### config.mk
export PLATFORM = sky130hd
export DESIGN_NAME = cvio_top
export DESIGN_NICKNAME = d
export VERILOG_FILES = /design/src/verilog/cvio_pkg.sv /design/src/verilog/cvio_sync2.sv /design/src/verilog/cvio_top.sv
export SDC_FILE = /design/constraint.sdc
export NUM_CORES = 1
export LEC_CHECK = 0
export ABC_AREA = 1
export ABC_CLOCK_PERIOD_IN_PS = 1900
export BUFFER_PORTS_ARGS = -buffer_cell sky130_fd_sc_hd__clkbuf_2
export CAP_MARGIN = 5
export CORE_UTILIZATION = 50
export CTS_CLUSTER_DIAMETER = 120
export DETAILED_ROUTE_END_ITERATION = 8
export PLACE_DENSITY_LB_ADDON = 0.2
export SETUP_SLACK_MARGIN = 0.05
export SLEW_MARGIN = 20
export SYNTH_ARGS = -nofsm -noshare
export SYNTH_HDL_FRONTEND = slang
export SYNTH_SLANG_ARGS = --single-unit
### constraint.sdc
create_clock -name ref_clk -period 1.9 [get_ports ref_clk]
set_input_delay 0.38 -clock ref_clk [delete_from_list [all_inputs] [get_ports ref_clk]]
set_output_delay 0.38 -clock ref_clk [all_outputs]
set_load 0.005 [all_outputs]
### src/verilog/cvio_pkg.sv
// Purpose: Shared constants for the converter pin and reset block
// Assumes: ref_clk at 200 MHz
// Notes: Serial frame is 8 bits, msb first
package cvio_pkg;
   localparam int unsigned CVIO_FRAME_BITS = 8;
   localparam logic [2:0] CVIO_BIT_CNT_RST = 3'h0;
   localparam logic [7:0] CVIO_BYTE_RST = 8'h00;
   localparam logic [2:0] CVIO_ADDR_IOPORT = 3'h1;
   localparam logic [2:0] CVIO_ADDR_AUX = 3'h2;
   localparam logic [7:0] CVIO_IOPORT_RST = 8'h00;
   localparam logic [7:0] CVIO_AUX_RST = 8'h00;
   // I/O port register fields
   localparam int unsigned CVIO_P0_VAL = 7;
   localparam int unsigned CVIO_P1_VAL = 6;
   localparam int unsigned CVIO_PORT_PIN_ZERO_DIRECTION = 5;
   localparam int unsigned CVIO_PORT_PIN_ONE_DIRECTION = 4;
   localparam int unsigned CVIO_SYNC_EN = 0;
   // Aux register and command byte fields
   localparam int unsigned CVIO_MCO_OFF = 0;
   localparam int unsigned CVIO_CMD_READ = 6;
   typedef enum logic [1:0] {CVIO_ST_CMD, CVIO_ST_DATA} cvio_state_e;
endpackage

### src/verilog/cvio_sync2.sv
// Purpose: Two-flop synchroniser for pin inputs
// Assumes: Input asynchronous to ref_clk
// Notes: First stage is read only by the second
`timescale 1ns/100ps
`default_nettype none
module cvio_sync2 (
   input wire logic ref_clk,
   input wire logic rst,
   input wire logic rst_val,
   input wire logic async_in,
   output logic sync_out
);
   logic meta;
   logic next_meta;
   logic next_out;
   always_comb begin
      next_meta = rst ? rst_val : async_in;
      next_out = rst ? rst_val : meta;
   end
   always_ff @(posedge ref_clk) begin
      meta <= next_meta;
      sync_out <= next_out;
   end
endmodule
`default_nettype wire

### src/verilog/cvio_top.sv
// Purpose: Reset, chip select framing, serial register access and port pins
// Assumes: Host serial clock sampled by ref_clk, at most ref_clk/8
// Notes: Data sampled on rising, shifted out on falling serial clock
// Contract
// - Reset low clears all logic and registers; the clock output keeps following the master clock input
// - Chip select tied low gives three-wire mode
// - Chip select frames each 8-bit transfer
// - Pin zero direction and value bits
// - Pin one direction and value bits
// - Sync enable makes pin one an input
// - Clock output inverted or switched off
// - Data goes to addressed register
`timescale 1ns/100ps
`default_nettype none
module cvio_top (
   input wire logic ref_clk,
   input wire logic rst,
   input wire logic reset_n,
   input wire logic serial_clock,
   input wire logic chip_select_n,
   input wire logic serial_data_in,
   output logic serial_data_out,
   input wire logic master_clock_input,
   output logic master_clock_output,
   input wire logic port_pin_zero_in,
   output logic port_pin_zero_out,
   output logic port_pin_zero_oe,
   input wire logic align_or_port_pin_one_in,
   output logic port_pin_one_out,
   output logic port_pin_one_oe,
   output logic align_pulse,
   output logic logic_reset
);
   logic sclk_s, cs_n_s, din_s, rstn_s, mclk_s, p0_s, p1_s;
   logic sclk_d;
   logic [2:0] bit_cnt, next_bit_cnt;
   logic [7:0] shift_in, next_shift_in;
   logic [7:0] shift_out, next_shift_out;
   logic [2:0] addr, next_addr;
   logic [7:0] io_reg, next_io_reg;
   logic [7:0] aux_reg, next_aux_reg;
   cvio_pkg::cvio_state_e state, next_state;
   logic next_dout, next_mco, next_p0_out, next_p0_oe, next_p1_out, next_p1_oe;
   logic next_align, next_lrst;
   logic cmd_read, next_cmd_read;
   logic rise, fall, frame_rst, any_rst;
   logic [7:0] done_byte;

   // Every outside pin passes two flops
   // Reset to the idle level so no false edge follows reset
   cvio_sync2 u_sclk (.ref_clk(ref_clk), .rst(rst), .rst_val(1'b1),
      .async_in(serial_clock), .sync_out(sclk_s));
   cvio_sync2 u_cs (.ref_clk(ref_clk), .rst(rst), .rst_val(1'b1),
      .async_in(chip_select_n), .sync_out(cs_n_s));
   cvio_sync2 u_din (.ref_clk(ref_clk), .rst(rst), .rst_val(1'b0),
      .async_in(serial_data_in), .sync_out(din_s));
   cvio_sync2 u_rstn (.ref_clk(ref_clk), .rst(rst), .rst_val(1'b0),
      .async_in(reset_n), .sync_out(rstn_s));
   cvio_sync2 u_mclk (.ref_clk(ref_clk), .rst(rst), .rst_val(1'b0),
      .async_in(master_clock_input), .sync_out(mclk_s));
   cvio_sync2 u_p0 (.ref_clk(ref_clk), .rst(rst), .rst_val(1'b0),
      .async_in(port_pin_zero_in), .sync_out(p0_s));
   cvio_sync2 u_p1 (.ref_clk(ref_clk), .rst(rst), .rst_val(1'b0),
      .async_in(align_or_port_pin_one_in), .sync_out(p1_s));

   function automatic logic [7:0] read_reg(input logic [2:0] a,
         input logic [7:0] io, input logic [7:0] aux, input logic i0, input logic i1);
      logic [7:0] v;
      v = 8'h00;
      if (a == cvio_pkg::CVIO_ADDR_IOPORT) begin
         v = io;
         // Inputs report the pin, outputs the stored value
         if (!io[cvio_pkg::CVIO_PORT_PIN_ZERO_DIRECTION]) v[cvio_pkg::CVIO_P0_VAL] = i0;
         if (!io[cvio_pkg::CVIO_PORT_PIN_ONE_DIRECTION]) v[cvio_pkg::CVIO_P1_VAL] = i1;
      end else if (a == cvio_pkg::CVIO_ADDR_AUX) begin
         v = aux;
      end
      return v;
   endfunction

   assign any_rst = rst || !rstn_s;
   // Chip select high aborts a partial byte; tied low never does
   assign frame_rst = any_rst || cs_n_s;
   assign rise = sclk_s && !sclk_d && !cs_n_s;
   assign fall = !sclk_s && sclk_d && !cs_n_s;
   assign done_byte = {shift_in[6:0], din_s};

   always_comb begin
      next_bit_cnt = bit_cnt;
      next_shift_in = shift_in;
      next_shift_out = shift_out;
      next_state = state;
      next_addr = addr;
      next_io_reg = io_reg;
      next_aux_reg = aux_reg;
      next_dout = serial_data_out;
      if (rise) begin
         next_shift_in = done_byte;
         next_bit_cnt = bit_cnt + 3'h1;
         if (bit_cnt == 3'h7) begin
            unique case (state)
               cvio_pkg::CVIO_ST_CMD: begin
                  next_addr = done_byte[2:0];
                  next_state = cvio_pkg::CVIO_ST_DATA;
                  next_shift_out = read_reg(done_byte[2:0], io_reg, aux_reg, p0_s, p1_s);
               end
               cvio_pkg::CVIO_ST_DATA: begin
                  next_state = cvio_pkg::CVIO_ST_CMD;
                  next_shift_out = cvio_pkg::CVIO_BYTE_RST;
                  if (!cmd_read) begin
                     if (addr == cvio_pkg::CVIO_ADDR_IOPORT) next_io_reg = done_byte;
                     if (addr == cvio_pkg::CVIO_ADDR_AUX) next_aux_reg = done_byte;
                  end
               end
               default: next_state = cvio_pkg::CVIO_ST_CMD;
            endcase
         end
      end
      if (fall) begin
         next_dout = shift_out[7];
         next_shift_out = {shift_out[6:0], 1'b0};
      end
      if (frame_rst) begin
         next_bit_cnt = cvio_pkg::CVIO_BIT_CNT_RST;
         next_shift_in = cvio_pkg::CVIO_BYTE_RST;
         next_dout = 1'b0;
      end
      if (any_rst) begin
         next_state = cvio_pkg::CVIO_ST_CMD;
         next_addr = 3'h0;
         next_shift_out = cvio_pkg::CVIO_BYTE_RST;
         next_io_reg = cvio_pkg::CVIO_IOPORT_RST;
         next_aux_reg = cvio_pkg::CVIO_AUX_RST;
      end
   end

   // Read flag of the command byte keeps the data byte from writing

   always_comb begin
      next_cmd_read = cmd_read;
      if (rise && bit_cnt == 3'h7 && state == cvio_pkg::CVIO_ST_CMD)
         next_cmd_read = done_byte[cvio_pkg::CVIO_CMD_READ];
      if (any_rst) next_cmd_read = 1'b0;
   end

   always_comb begin
      // Sync use forces pin one to input
      next_p0_oe = io_reg[cvio_pkg::CVIO_PORT_PIN_ZERO_DIRECTION];
      next_p0_out = io_reg[cvio_pkg::CVIO_P0_VAL];
      next_p1_oe = io_reg[cvio_pkg::CVIO_PORT_PIN_ONE_DIRECTION] && !io_reg[cvio_pkg::CVIO_SYNC_EN];
      next_p1_out = io_reg[cvio_pkg::CVIO_P1_VAL];
      // Low level on the align pin holds modulator and filter
      next_align = io_reg[cvio_pkg::CVIO_SYNC_EN] && !p1_s;
      // Oscillator keeps running through reset_n low; rst holds the output high
      next_mco = aux_reg[cvio_pkg::CVIO_MCO_OFF] ? 1'b0 : !mclk_s;
      next_lrst = any_rst;
      if (any_rst) begin
         next_p0_oe = 1'b0;
         next_p1_oe = 1'b0;
         next_p0_out = 1'b0;
         next_p1_out = 1'b0;
         next_align = 1'b0;
      end
   end

   always_ff @(posedge ref_clk) begin
      sclk_d <= sclk_s;
      bit_cnt <= next_bit_cnt;
      shift_in <= next_shift_in;
      shift_out <= next_shift_out;
      state <= next_state;
      addr <= next_addr;
      io_reg <= next_io_reg;
      aux_reg <= next_aux_reg;
      serial_data_out <= next_dout;
      cmd_read <= next_cmd_read;
      port_pin_zero_oe <= next_p0_oe;
      port_pin_zero_out <= next_p0_out;
      port_pin_one_oe <= next_p1_oe;
      port_pin_one_out <= next_p1_out;
      align_pulse <= next_align;
      master_clock_output <= next_mco;
      logic_reset <= next_lrst;
   end

   AST_P1_INPUT_IN_SYNC: assert property (@(posedge ref_clk) disable iff (rst)
      io_reg[cvio_pkg::CVIO_SYNC_EN] |=> !port_pin_one_oe)
      else $error("pin one driven while sync enabled");
   AST_RESET_CLEARS_REGS: assert property (@(posedge ref_clk) disable iff (rst)
      !rstn_s |=> io_reg == 8'h00 && aux_reg == 8'h00 && bit_cnt == 3'h0)
      else $error("registers not cleared by reset pin");
   AST_RESET_FLAG: assert property (@(posedge ref_clk) disable iff (rst)
      !rstn_s |=> logic_reset)
      else $error("reset output missing");
   AST_CS_HIGH_ABORTS: assert property (@(posedge ref_clk) disable iff (rst)
      cs_n_s |=> bit_cnt == 3'h0)
      else $error("frame not aborted by chip select");
   AST_PORT_PIN_ZERO_DIRECTION: assert property (@(posedge ref_clk) disable iff (rst)
      rstn_s && $past(rstn_s) |=> port_pin_zero_oe == $past(io_reg[cvio_pkg::CVIO_PORT_PIN_ZERO_DIRECTION]))
      else $error("pin zero direction mismatch");
   AST_P0_VALUE: assert property (@(posedge ref_clk) disable iff (rst)
      !any_rst |=> port_pin_zero_out == $past(io_reg[cvio_pkg::CVIO_P0_VAL]))
      else $error("pin zero value mismatch");
   AST_PORT_PIN_ONE_DIRECTION: assert property (@(posedge ref_clk) disable iff (rst)
      rstn_s && !io_reg[cvio_pkg::CVIO_SYNC_EN] && io_reg[cvio_pkg::CVIO_PORT_PIN_ONE_DIRECTION]
      && $stable(io_reg) ##1 rstn_s |-> port_pin_one_oe)
      else $error("pin one not driven as output");
   AST_ALIGN_LEVEL: assert property (@(posedge ref_clk) disable iff (rst)
      !any_rst |=> align_pulse == ($past(io_reg[cvio_pkg::CVIO_SYNC_EN]) && !$past(p1_s)))
      else $error("align output does not follow pin one");
   AST_WRITE_LANDS: assert property (@(posedge ref_clk) disable iff (rst)
      rise && bit_cnt == 3'h7 && state == cvio_pkg::CVIO_ST_DATA && !cmd_read && !any_rst
      && addr == cvio_pkg::CVIO_ADDR_IOPORT |=> io_reg == $past(done_byte))
      else $error("written byte not in addressed register");
   AST_MCO_OFF: assert property (@(posedge ref_clk) disable iff (rst)
      aux_reg[cvio_pkg::CVIO_MCO_OFF] |=> !master_clock_output)
      else $error("clock output not off");
   AST_MCO_INV: assert property (@(posedge ref_clk) disable iff (rst)
      !aux_reg[cvio_pkg::CVIO_MCO_OFF] |=> master_clock_output == !$past(mclk_s))
      else $error("clock output not inverted");
   AST_DOUT_IDLE: assert property (@(posedge ref_clk) disable iff (rst)
      cs_n_s |=> !serial_data_out)
      else $error("data out active outside frame");
endmodule
`default_nettype wire

==> results.json, run 1 <==
{
  "grt_max_degree": 19,
  "power_density_nw_per_um2": 837,
  "crit_type": "reg2reg",
  "worstMarginPinSlew_ns": 0.459,
  "drtIter0Drc": 153,
  "die_h_um": 74.2,
  "hold_viol_final": 0,
  "final_nets": 372,
  "hp-class": "in2reg",
  "dp.cells": 417,
  "grt_pass1_vias": 1825,
  "clkSinkCount": 62,
  "die_w_um": 74.2,
  "vdd_drop_max_mv": 0.541,
  "die_area_um2": 5510,
  "ys_top_cells_by_area": "dfxtp_1 (48%), nand2_1 (9.8%), inv_1 (7.8%), nor2_1 (7.5%), nand4_1 (6.7%)",
  "syn_inst": 340,
  "clock.fmax_ghz": 0.610,
  "portBuffers": 16,
  "finalSetupViolations": 0,
  "track_usage_pct": 21.0,
  "dpl_cell_area_um2": 2740,
  "dp_hpwl_um": 3570,
  "ant_nets": 0,
  "routed_wl_um": 5030,
  "num_rows": 25,
  "cp_data_arrival_time_ns": 1.91,
  "cp_max_fo": 18,
  "clock_path_buffers": 2,
  "setup.worst_path.start_class": "register",
  "cts_tree": "built",
  "viasPerCell": 4.87,
  "fin_crit_ns": 1.64,
  "post_cts_resized": 0,
  "final_cell_area_um2": 2920,
  "netlist_area_um2": 2610,
  "fin_setup_tns_ns": 0,
  "ys_seq_elements": 62,
  "drc_errors": 0,
  "yosysSeqAreaShare_pct": 47.6,
  "drive_gt1_share_pct": 15.6,
  "routabilityCongestion": 0.851,
  "fill_cells": 497,
  "period_share_pct": 86.4,
  "postCtsHoldBufs": 0,
  "start_util_pct": 53.4,
  "grt_pass1_wl_um": 8380,
  "outcome": "complete, no violations",
  "postLayoutCoreUtil_pct": 59.9,
  "routedWlPerCell_um": 11.6,
  "core_area_um2": 4880,
  "worst_setup_path_end_kind": "register",
  "ios": 17,
  "clock_latency_ns": 0.33,
  "yosysTopAreaCellShare_pct": 47.6,
  "diodes": 0,
  "yosysTopAreaCell": "dfxtp_1",
  "cts_buffers": 9,
  "cts_root_buf": "clkbuf_8",
  "skew_ns": 0.00667,
  "synth.avg_cell_area_um2": 7.67,
  "overflow": 0,
  "antenna_found_initial": 0,
  "fin_cells": 432,
  "htree_levels": 3,
  "dr.pass1.iters": 4,
  "syn_to_final_growth_pct": 12.0,
  "yosys_warnings": 0,
  "multi_input_area_um2": 1060,
  "post-cts-setup-buffers": 0,
  "regArea_um2": 1240,
  "ys_types": 30,
  "max-slew-margin-rel_pct": 69.4,
  "layout.cells.most_common": "nand2_1",
  "leakage_nw": 1.16,
  "finalPower_w": 0.00244,
  "worstPathRequired_ns": 2.17,
  "cap_violations": 0,
  "rsz0062_at_grt": "false",
  "clk_pin_slew_ns": 0.06,
  "dr_total_vias": 2103,
  "final_cell_mix": "nand2_1 (68), dfxtp_1 (62), inv_1 (54)",
  "synth_fp_nets": 351,
  "drv_slew": 0
}
metal layers:
layer  part of all wire, %  global-route usage, %  vias up
li1                      -                      -     1120
met1                    50                   28.5      924
met2                    43                   29.8       44
met3                   4.1                   5.28       15
met4                   2.8                   13.0        0
met5                     0                      0        -
area by class of cell:
class / count / share of cell area, %
Tap cell: 67 / 2.87
Timing Repair Buffer: 21 / 4.03
Multi-Input combinational cell: 206 / 36.3
Clock buffer: 15 / 6.38
Sequential cell: 62 / 42.5
Inverter: 61 / 7.92
cells in the mapped netlist (all sizes together):
| master | instances |
|---|---|
| inv | 59 |
| clkbuf | 3 |
| clkinv | 2 |
| o21ai | 3 |
| nor2 | 54 |
| nand2 | 70 |
| nand3 | 14 |
| buf | 8 |
| nor3 | 4 |
| a21oi | 17 |
| dfxtp | 62 |
| a211oi | 7 |
| nand4 | 30 |
| or2 | 5 |
| ha | 2 |
power breakdown:
part,internal (W),switching [W]
clock,0.000610,0.000454
combinational,0.0000219,0.0000336
sequential,0.00132,0.00000884
total,0.00195,0.000496
stage by stage:
stage	hold slack, ns	setup slack (ns)
2_1_floorplan	0.363	0.432
3_3_place_gp	0.366	0.339
3_5_place_dp	0.370	0.269
4_1_cts	0.217	0.236
5_1_grt	0.219	0.0730
6_report	0.230	0.259
worst paths after layout:
kind                            cells after the start  slack [ns]            start                  end
worst max-delay path                                8        0.26       bit_cnt[0]            io_reg[3]
worst min-delay path                                2        0.23     serial_clock          u_sclk.meta
worst max register to register                      8        0.26       bit_cnt[0]            io_reg[3]
worst min register to register                      1        0.38  u_mclk.sync_out  master_clock_output
worst max-delay path: stages (launching register included):
cell     delay, ns
dfxtp_1       0.35
ha_1          0.16
ha_1          0.24
nand4_4       0.22
inv_4         0.24
nand3_4       0.15
nand2_1       0.09
inv_1         0.04
nor2_1        0.09
cells by family after synthesis:
logic type	Yosys count	synth area share [%]
flops	62	47.6
fa+ha+maj	2	0.960
simple gates	177	33.4
compound gates	27	6.29
buf+inv	72	11.7
No activity file was read; power rests on OpenSTA's default activity.
==> run 2, diff against run 1 <==
--- a/config.mk
+++ b/config.mk
@@ -9,9 +9,10 @@
 export ABC_CLOCK_PERIOD_IN_PS = 1900
 export BUFFER_PORTS_ARGS = -buffer_cell sky130_fd_sc_hd__clkbuf_2
 export CAP_MARGIN = 5
-export CORE_UTILIZATION = 50
+export CORE_UTILIZATION = 59
 export CTS_CLUSTER_DIAMETER = 120
 export DETAILED_ROUTE_END_ITERATION = 8
+export GPL_TIMING_DRIVEN = 0
 export PLACE_DENSITY_LB_ADDON = 0.2
 export SETUP_SLACK_MARGIN = 0.05
 export SLEW_MARGIN = 20
==> run 2 against run 1 <==
Total power increased by 0.69%. Utilization rose by 11 points. Wire length up 3.5%. Sequential share of layout area down 0.18 points. Clock power barely moved. Design area is 0.43% higher. Global-route usage grew 4.8 points. Register-to-register slack got worse by 0.08 ns. Flip-flop and latch count unchanged. Clock-buffer cell count decreased by 4. First-iteration DRC count is 40% lower. Critical path type unchanged. Critical endpoint is now io_reg[7].
==> results.json, run 2 (synthesized netlist as in run 1, its figures left out) <==
{
  "period_share_pct": 90.7,
  "grt_max_degree": 11,
  "max_stage_delay_ns": 0.37,
  "clock_latency_ns": 0.34,
  "worstPathRequired_ns": 2.14,
  "final_nets": 378,
  "routed_wl_um": 5210,
  "drive_gt1_share_pct": 16.1,
  "power_density_nw_per_um2": 839,
  "core_area_um2": 4120,
  "cap_violations": 0,
  "drv_slew": 0,
  "worst_setup_path_end_kind": "register",
  "dp.cells": 406,
  "leakage_nw": 1.18,
  "dr_total_vias": 2178,
  "die_h_um": 68.5,
  "ios": 17,
  "clk_pin_slew_ns": 0.07,
  "fin_cells": 422,
  "drc_errors": 0,
  "fin_setup_tns_ns": 0,
  "max-slew-margin-rel_pct": 65.4,
  "htree_levels": 3,
  "worstPathCellList": "ha_1, ha_1, nand4_4, inv_6, buf_4, nand4_1, nand2_1, nor2_1",
  "setup.worst_path.start_class": "register",
  "cts_tree": "built",
  "routabilityCongestion": 0.854,
  "drtIter0Drc": 92,
  "viasPerCell": 5.16,
  "diodes": 0,
  "skew_ns": 0.0112,
  "layout.cells.most_common": "nand2_1",
  "crit_top_cell": "ha_1",
  "worstMarginPinSlew_ns": 0.518,
  "finalSetupViolations": 0,
  "fin_crit_ns": 1.72,
  "clock.fmax_ghz": 0.580,
  "portBuffers": 16,
  "hold_viol_final": 0,
  "cts_buffers": 9,
  "clkSinkCount": 62,
  "num_rows": 23,
  "cts_root_buf": "clkbuf_8",
  "syn_to_final_growth_pct": 12.5,
  "crit_type": "reg2reg",
  "crit_slowest_cell": "dfxtp_1",
  "dp_hpwl_um": 3650,
  "fill_cells": 330,
  "die_area_um2": 4690,
  "fin_ws_ns": 0.177,
  "overflow": 0,
  "rsz0062_at_grt": "false",
  "antenna_found_initial": 0,
  "cp_max_fo": 10,
  "track_usage_pct": 25.8,
  "final_cell_mix": "nand2_1 (68), dfxtp_1 (62), inv_1 (54)",
  "routedWlPerCell_um": 12.3,
  "die_w_um": 68.5,
  "dp_slack_ns": 0.178,
  "grt_pass1_vias": 1847,
  "outcome": "complete, no violations",
  "postCtsHoldBufs": 0,
  "ant_nets": 0,
  "vdd_drop_max_mv": 0.723,
  "grt_pass1_wl_um": 8480,
  "start_util_pct": 63.4,
  "clock_path_buffers": 2,
  "hp-class": "in2reg",
  "cp_data_arrival_time_ns": 1.96,
  "dr.pass1.iters": 4
}
## run 2: changes by cell type in the layout (fill, tap and decap cells not counted), moves of 2 or more
cell and change:
buf_2 +3, clkbuf_8 -3, clkbuf_1 +2, buf_1 +2, buf_6 +2, clkinv_2 +4, buf_4 -4
## run 2: timing repair
action	CTS	global route
setup buffers	0	0
endpoints found under the setup margin	0	2
resized for setup	0	1
## run 2: critical path: cells and delay by family, from the launching register on
| kind | cells | cell delay [ns] |
|---|---|---|
| DFF | 1 | 0.37 |
| adders and majority gates | 2 | 0.42 |
| and+or+nand+nor | 4 | 0.48 |
| buffers and inverters | 2 | 0.34 |
## run 2: layout make-up
class / count / area, um2 / area share [%]
buffer: 11 / 73.8 / 2.52
clock buffer: 11 / 131 / 4.48
clock inverter: 5 / 50.0 / 1.71
inverter: 61 / 234 / 7.97
multi-input combinational: 206 / 1060 / 36.2
sequential: 62 / 1240 / 42.3
tap: 50 / 62.6 / 2.13
timing repair buffer: 16 / 80.1 / 2.73
## run 2: report_power, final
group / internal, W / switching, W / leakage [nW]
registers: 0.00132 / 0.00000599 / 0.503
clock network: 0.000597 / 0.000485 / 0.0968
logic: 0.0000210 / 0.0000369 / 0.579
total: 0.00193 / 0.000528 / 1.18
## run 2: metrics by stage
| stage | total power [W] | cell area [um2] | util (%) | hold WS (ns) |
|---|---|---|---|---|
| after floorplan | 0.00139 | 2610 | - | 0.363 |
| after global placement | 0.00141 | 2750 | 66.8 | 0.370 |
| after detailed placement | 0.00141 | 2750 | 66.8 | 0.373 |
| after CTS | 0.00247 | 2930 | 71.2 | 0.218 |
| after global routing | 0.00255 | 2930 | 71.3 | 0.220 |
| final | 0.00246 | 2930 | 71.3 | 0.220 |
## run 2: path summary, 6_finish.rpt
check / from / endpoint / slack (ns) / cells past startpoint
max: bit_cnt[0] / io_reg[7] / 0.18 / 8
min: master_clock_input / u_mclk.meta / 0.22 / 3
max reg2reg: bit_cnt[0] / io_reg[7] / 0.18 / 8
min reg2reg: u_mclk.sync_out / master_clock_output / 0.39 / 1
## run 2: layer usage
| layer | wire (um) | part of all wire [%] | global-route usage (%) |
|---|---|---|---|
| met1 | 2450 | 47 | 34.2 |
| met2 | 2350 | 45 | 37.0 |
| met3 | 304 | 5.8 | 5.83 |
| met4 | 106 | 2.0 | 17.2 |
| met5 | 0 | 0 | 0 |
